[src/hw/sscone_pkg.sv]
// Package: register map and field layout of the serial control block
package sscone_pkg;

  // ==========================================================
  // Register map
  localparam logic [11:0] SSCONE_OFF_CTRL1   = 12'h004;
  localparam logic [11:0] SSCONE_OFF_STATUS  = 12'h010;
  localparam logic [11:0] SSCONE_ADDR_MASK   = 12'hffc;

  // ==========================================================
  // Field positions of serial_control_one
  localparam int SSCONE_LOOPBACK_BIT = 0;
  localparam int SSCONE_ENABLE_BIT   = 1;
  localparam int SSCONE_ROLE_BIT     = 2;
  localparam int SSCONE_SOD_BIT      = 3;
  localparam int SSCONE_CTRL_WIDTH   = 4;

  localparam logic [3:0]  SSCONE_CTRL_RESET = 4'h0;
  localparam logic [31:0] SSCONE_ZERO_WORD  = 32'h0000_0000;

  // ==========================================================
  // Status fields (own register)
  localparam int SSCONE_ST_RUNNING_BIT = 0;
  localparam int SSCONE_ST_TXDRV_BIT   = 1;
  localparam int SSCONE_ST_LOOP_BIT    = 2;
  localparam int SSCONE_ST_BLOCKED_BIT = 3;

  typedef enum logic {
    SSCONE_MASTER = 1'b0,
    SSCONE_SLAVE  = 1'b1
  } sscone_role_type;

endpackage

[src/hw/sscone_route_if.sv]
// Interface: control fields carried from register file to the routing module
interface sscone_route_if;
  logic enable;
  logic loopback;
  logic role;
  logic slave_output_disable;

  modport regs  (output enable, output loopback, output role, output slave_output_disable);
  modport route (input enable, input loopback, input role, input slave_output_disable);
endinterface

[src/hw/sscone_route.sv]
// Module: serial datapath routing for loopback, enable and slave output gate
module sscone_route
  import sscone_pkg::*;
(
  // Clock and reset
  input  wire logic   pclk,
  input  wire logic   presetn,
  // Control fields
  sscone_route_if.route ctl,
  // Shifter side
  input  wire logic   shift_tx_bit,
  input  wire logic   shift_tx_active,
  output logic        shift_rx_bit,
  output logic        shift_run,
  // Pin side
  input  wire logic   serial_rx_in,
  output logic        serial_tx_out,
  output logic        serial_tx_oe
);

  // ==========================================================
  // Input synchroniser for the receive pin
  logic rx_meta_reg;
  logic rx_sync_reg;
  logic rx_meta_next;
  logic rx_sync_next;

  always_comb begin
    rx_meta_next = serial_rx_in;
    rx_sync_next = rx_meta_reg;
  end

  always_ff @(posedge pclk or negedge presetn) begin
    if (!presetn) begin
      rx_meta_reg <= 1'b0;
      rx_sync_reg <= 1'b0;
    end else begin
      rx_meta_reg <= rx_meta_next;
      rx_sync_reg <= rx_sync_next;
    end
  end

  // ==========================================================
  // Output stage, registered
  logic tx_reg;
  logic tx_next;
  logic oe_reg;
  logic oe_next;

  always_comb begin
    tx_next = 1'b0;
    oe_next = 1'b0;
    if (ctl.enable && !ctl.loopback) begin // RULE1 RULE5
      tx_next = shift_tx_bit;
      oe_next = shift_tx_active;
      if ((ctl.role == SSCONE_SLAVE) && ctl.slave_output_disable) begin
        oe_next = 1'b0; // RULE6
      end
    end
  end

  always_ff @(posedge pclk or negedge presetn) begin
    if (!presetn) begin
      tx_reg <= 1'b0;
      oe_reg <= 1'b0;
    end else begin
      tx_reg <= tx_next;
      oe_reg <= oe_next;
    end
  end

  // Loopback never reaches the pin, so the line stays quiet in test mode
  assign shift_rx_bit  = ctl.loopback ? shift_tx_bit : rx_sync_reg; // RULE3 RULE4 RULE5
  assign shift_run     = ctl.enable; // RULE1
  assign serial_tx_out = tx_reg;
  assign serial_tx_oe  = oe_reg;

endmodule

[src/hw/sscone_top.sv]
// Module: control register one of the synchronous serial port, APB slave
// Behaviour
// RULE1: The port runs only while the port-enable bit is set; clearing it stops all operation.
// RULE2: Software clears the port-enable bit before rewriting any control field.
// RULE3: Setting the loopback select bit at bit zero places the port in loopback test mode.
// RULE4: In loopback the transmit shifter output feeds the receive shifter input internally.
// RULE5: With loopback clear the port works normally with no internal transmit-to-receive path.
// RULE6: A slave with slave-output disable set leaves its transmit output undriven.
// RULE7: Clearing the port-enable bit does not flush the transmit or receive FIFO.
module sscone_top
  import sscone_pkg::*;
(
  // APB
  input  wire logic        pclk,
  input  wire logic        presetn,
  input  wire logic        psel,
  input  wire logic        penable,
  input  wire logic        pwrite,
  input  wire logic [11:0] paddr,
  input  wire logic [31:0] pwdata,
  input  wire logic [3:0]  pstrb,
  output logic [31:0]      prdata,
  output logic             pready,
  output logic             pslverr,
  // Shifter side
  input  wire logic        shift_tx_bit,
  input  wire logic        shift_tx_active,
  output logic             shift_rx_bit,
  output logic             shift_run,
  output logic             fifo_flush,
  output logic             role_slave,
  // Serial pins
  input  wire logic        serial_rx_in,
  output logic             serial_tx_out,
  output logic             serial_tx_oe
);

  // ==========================================================
  // Bus decode
  logic        access;
  logic        hit_ctrl;
  logic        hit_status;
  logic [11:0] word_addr;

  assign word_addr  = paddr & SSCONE_ADDR_MASK;
  assign access     = psel && penable;
  assign hit_ctrl   = (word_addr == SSCONE_OFF_CTRL1);
  assign hit_status = (word_addr == SSCONE_OFF_STATUS);

  // ==========================================================
  // Control register
  logic [SSCONE_CTRL_WIDTH-1:0] ctrl_reg;
  logic [SSCONE_CTRL_WIDTH-1:0] ctrl_next;
  logic                         blocked_reg;
  logic                         blocked_next;
  logic                         wr_ctrl;
  logic                         field_change;
  logic                         enabled_now;

  assign wr_ctrl     = access && pwrite && hit_ctrl && pstrb[0];
  assign enabled_now = ctrl_reg[SSCONE_ENABLE_BIT];
  // Any change to a field other than the enable bit itself
  assign field_change =
    (pwdata[SSCONE_LOOPBACK_BIT] != ctrl_reg[SSCONE_LOOPBACK_BIT]) ||
    (pwdata[SSCONE_ROLE_BIT]     != ctrl_reg[SSCONE_ROLE_BIT])     ||
    (pwdata[SSCONE_SOD_BIT]      != ctrl_reg[SSCONE_SOD_BIT]);

  always_comb begin
    ctrl_next    = ctrl_reg;
    blocked_next = blocked_reg;
    if (wr_ctrl) begin
      if (enabled_now && field_change) begin
        // Reconfiguring a running port is refused; only enable may change
        ctrl_next[SSCONE_ENABLE_BIT] = pwdata[SSCONE_ENABLE_BIT]; // RULE2
        blocked_next                 = 1'b1;
      end else begin
        ctrl_next    = pwdata[SSCONE_CTRL_WIDTH-1:0]; // RULE3
        blocked_next = 1'b0;
      end
    end
  end

  always_ff @(posedge pclk or negedge presetn) begin
    if (!presetn) begin
      ctrl_reg    <= SSCONE_CTRL_RESET;
      blocked_reg <= 1'b0;
    end else begin
      ctrl_reg    <= ctrl_next;
      blocked_reg <= blocked_next;
    end
  end

  // ==========================================================
  // Routing
  sscone_route_if rif ();

  assign rif.enable   = ctrl_reg[SSCONE_ENABLE_BIT];
  assign rif.loopback = ctrl_reg[SSCONE_LOOPBACK_BIT];
  assign rif.role     = ctrl_reg[SSCONE_ROLE_BIT];
  assign rif.slave_output_disable      = ctrl_reg[SSCONE_SOD_BIT];

  sscone_route u_route (
    .pclk            (pclk),
    .presetn         (presetn),
    .ctl             (rif.route),
    .shift_tx_bit    (shift_tx_bit),
    .shift_tx_active (shift_tx_active),
    .shift_rx_bit    (shift_rx_bit),
    .shift_run       (shift_run),
    .serial_rx_in    (serial_rx_in),
    .serial_tx_out   (serial_tx_out),
    .serial_tx_oe    (serial_tx_oe)
  );

  // FIFO contents survive disable so software can preload transmit data
  assign fifo_flush = 1'b0; // RULE7
  assign role_slave = ctrl_reg[SSCONE_ROLE_BIT];

  // ==========================================================
  // Read data, registered
  logic [31:0] rdata_reg;
  logic [31:0] rdata_next;
  logic [31:0] status_word;

  always_comb begin
    status_word = SSCONE_ZERO_WORD;
    status_word[SSCONE_ST_RUNNING_BIT] = ctrl_reg[SSCONE_ENABLE_BIT];
    status_word[SSCONE_ST_TXDRV_BIT]   = serial_tx_oe;
    status_word[SSCONE_ST_LOOP_BIT]    = ctrl_reg[SSCONE_LOOPBACK_BIT];
    status_word[SSCONE_ST_BLOCKED_BIT] = blocked_reg;
  end

  always_comb begin
    rdata_next = rdata_reg;
    if (psel && !penable && !pwrite) begin
      rdata_next = SSCONE_ZERO_WORD;
      if (hit_ctrl) begin
        rdata_next[SSCONE_CTRL_WIDTH-1:0] = ctrl_reg;
      end else if (hit_status) begin
        rdata_next = status_word;
      end
    end
  end

  always_ff @(posedge pclk or negedge presetn) begin
    if (!presetn) begin
      rdata_reg <= SSCONE_ZERO_WORD;
    end else begin
      rdata_reg <= rdata_next;
    end
  end

  // Zero wait states; unmapped addresses answer with an error
  assign pready  = 1'b1;
  assign pslverr = access && !(hit_ctrl || hit_status);
  assign prdata  = rdata_reg;

endmodule

[config.mk]
export PLATFORM = sky130hd
export DESIGN_NAME = sscone_top
export DESIGN_NICKNAME = d
export VERILOG_FILES = /design/src/hw/sscone_pkg.sv /design/src/hw/sscone_route_if.sv /design/src/hw/sscone_route.sv /design/src/hw/sscone_top.sv
export SDC_FILE = /design/constraint.sdc
export NUM_CORES = 1
export LEC_CHECK = 0
export BUFFER_PORTS_ARGS = -buffer_cell sky130_fd_sc_hd__buf_2
export CORE_MARGIN = 2
export CORE_UTILIZATION = 37
export CTS_CLUSTER_DIAMETER = 30
export CTS_CLUSTER_SIZE = 20
export DETAILED_ROUTE_END_ITERATION = 12
export PLACE_DENSITY_LB_ADDON = 0.25
export REMOVE_ABC_BUFFERS = 1
export SYNTH_ARGS = -nofsm -noshare
export SYNTH_HDL_FRONTEND = slang
export SYNTH_HIERARCHICAL = 1
export SYNTH_SLANG_ARGS = --single-unit
export TNS_END_PERCENT = 10
[constraint.sdc]
create_clock -name pclk -period 3.1 [get_ports pclk]
set_input_delay 0.62 -clock pclk [delete_from_list [all_inputs] [get_ports pclk]]
set_output_delay 0.62 -clock pclk [all_outputs]
set_load 0.01 [all_outputs]
==> out/results.ini <==
[status]
status = finished, final reports clean

[critical_path]
cp_num_buf_inv = 2
reg2reg_depth = 3
worst_path_max_delay_cell = or4_4
crit_chain = buf_2 -> or4_4 -> or2_1 -> o211a_1 -> buf_2
r2r_start = ctrl_reg[1]
cp_max_fo = 5
cp_top_family = simple AND/OR/NAND/NOR gates
crit_arrival_ns = 1.97
critPathKind = in -> out
cp_slowest_stage_delay_ns = 0.57
cp.required_ns = 2.48
cp_common_cell = buf_2
rrSetupSlack_ns = 1.42
r2r-end = ctrl_reg[0]
path_depth = 5
critPathCaptureType = output port
start_kind = input pin

[floorplanning]
die_area_um2 = 2846
die_y_um = 53.35
fp-row-count = 17
start_util_pct = 39.96
core_um2 = 2255
fp.dieW_um = 53.35
ios = 96

[synth]
ys_seq_elements = 13
yosysUniqueCellTypes = 23
yosys_warnings = 6
synth_area_um2 = 900.9
syn-instance-count = 85
postSynthAreaPerCell_um2 = 10.60
ys_seq_area_share_pct = 36.11

[timing]
whs_ns = 0.2213
final_hold_viol_count = 0
rsz0062_at_grt = no
fin_ws_ns = 0.5133
fmax_mhz = 386.6
setup_violations = 0
drv_slew = 0
min_period_ns = 2.587
setup_tns_ns = 0
skew_ns = 0.003849
finalCritPeriodShare_pct = 83.44

[drt]
drt_iter0_drc = 7
drc = 0
viasPerCell = 4.221
wire_per_inst_um = 9.793
drt-total-wl_um = 1420
ant_nets = 0
firstDrtPassIters = 4
vias = 612

[global_routing]
antenna_found_initial = 0
grt_pass1_vias = 520
grt_pass1_wl_um = 2194
grt_max_degree = 14
grt_remaining_overflow = 0
grt_usage_pct = 10.78

[cts]
cts_setup_buffers = 0
cts.htree.levels = 1
cts_made_buffers = 3
cts_tree = built
ctsHoldBuffers = 0
clockBufferDepth = 2
root_buffer = clkbuf_4
cts_resized = 0
clock_latency_ns = 0.27
numClockSinks = 13
clkTransAtPathRegs_ns = 0.08

[power_and_ir_drop]
p_leak_nw = 0.5524
finalPower_mw = 0.3231
p_per_area_nw_per_um2 = 326.1
vdd_ir_drop_max_uv = 251.4

[place]
dp.cells = 141
port_buffers = 32
routabilityCongestion = 0.7274
dp_hpwl_um = 1208
dp_slack_ns = 0.5047

[layout]
stdcell_count = 145
antenna_cells = 0
area_growth_pct = 10.00
drive_above_1_share_pct = 41.03
num-nets-final = 174

[hold_path]
hp-class = in -> async

[run]
drv_cap = 0

-- Yosys cell counts, drive strengths merged --
cell / count / area (um^2)
mux2: 6 / 71.31
o31a: 1 / 8.760
conb: 2 / 7.510
nand2: 4 / 15.01
or4: 2 / 22.52
a21oi: 1 / 5.000
o211a: 1 / 10.01
or3b: 2 / 17.52
nor2b: 2 / 12.51
o31ai: 4 / 30.03
nand4: 1 / 6.260
buf: 31 / 232.7
dfrtp: 13 / 325.3
clkbuf: 1 / 3.750
and3b: 1 / 10.01
xor2: 3 / 26.28
a22oi: 4 / 30.03
or2: 1 / 6.260
nor4: 2 / 42.54
nand2b: 1 / 6.260
nor2: 1 / 3.750
nand3b: 1 / 7.510
-- through the flow --
| step | cell area [um^2] | util [%] |
|---|---|---|
| 2_1_floorplan | 769.5 | - |
| 3_3_place_gp | 964.7 | 42.79 |
| 3_5_place_dp | 964.7 | 42.79 |
| 4_1_cts | 991.0 | 43.95 |
| 5_1_grt | 991.0 | 43.95 |
| 6_report | 991.0 | 43.95 |
-- worst max path at each step --
stage / end / start
5_1_grt: pslverr / paddr[3]
2_1_floorplan: pslverr / paddr[3]
3_5_place_dp: pslverr / paddr[3]
3_3_place_gp: pslverr / paddr[3]
6_report: pslverr / paddr[3]
4_1_cts: pslverr / paddr[3]
-- cells by family after synthesis --
kind of cell           synth area share, %
AO/OA/AOI/OAI                        9.306
XOR/XNOR                             2.917
buffers and inverters                26.25
flip-flops                           36.11
multiplexers                         7.916
other                               0.8336
AND/OR/NAND/NOR                      16.67
-- cell type report --
| type | count | area, um^2 |
|---|---|---|
| tap | 28 | 35.03 |
| fill | 235 | 1264 |
| timing repair buffer | 32 | 160.2 |
| clock buffer | 4 | 26.28 |
| sequential | 13 | 325.3 |
| multi-input combinational | 68 | 444.2 |
-- power breakdown --
| group | switching (mW) | internal, mW | total [mW] | leakage, nW |
|---|---|---|---|---|
| combinational | 0.0332 | 0.0166 | 0.0498 | 0.360 |
| clock | 0.0521 | 0.0498 | 0.102 | 0.0150 |
| sequential | 0.000624 | 0.171 | 0.171 | 0.177 |
-- cell usage in the layout, fill, tap and decap left out, drive strengths merged --
cell	synthesis	routed
a21oi	1	1
a22oi	4	4
and3b	1	1
buf	31	32
clkbuf	1	4
conb	2	30
dfrtp	13	13
mux2	6	6
nand2	4	4
nand2b	1	1
nand3b	1	1
nand4	1	1
nor2	1	1
nor2b	2	2
nor4	2	2
o211a	1	1
o31a	1	1
o31ai	4	4
or2	1	1
or3b	2	2
or4	2	2
xor2	3	3
-- metal layers --
layer  GRT usage (%)  routed length, um  vias to the layer above
met4           6.410                 12                        0
met5               0                  0                        -
met2           17.70                726                       34
li1                -                  -                      299
met3           2.825                132                        2
met1           12.39                548                      277
Power figures use the tool's default switching activity.
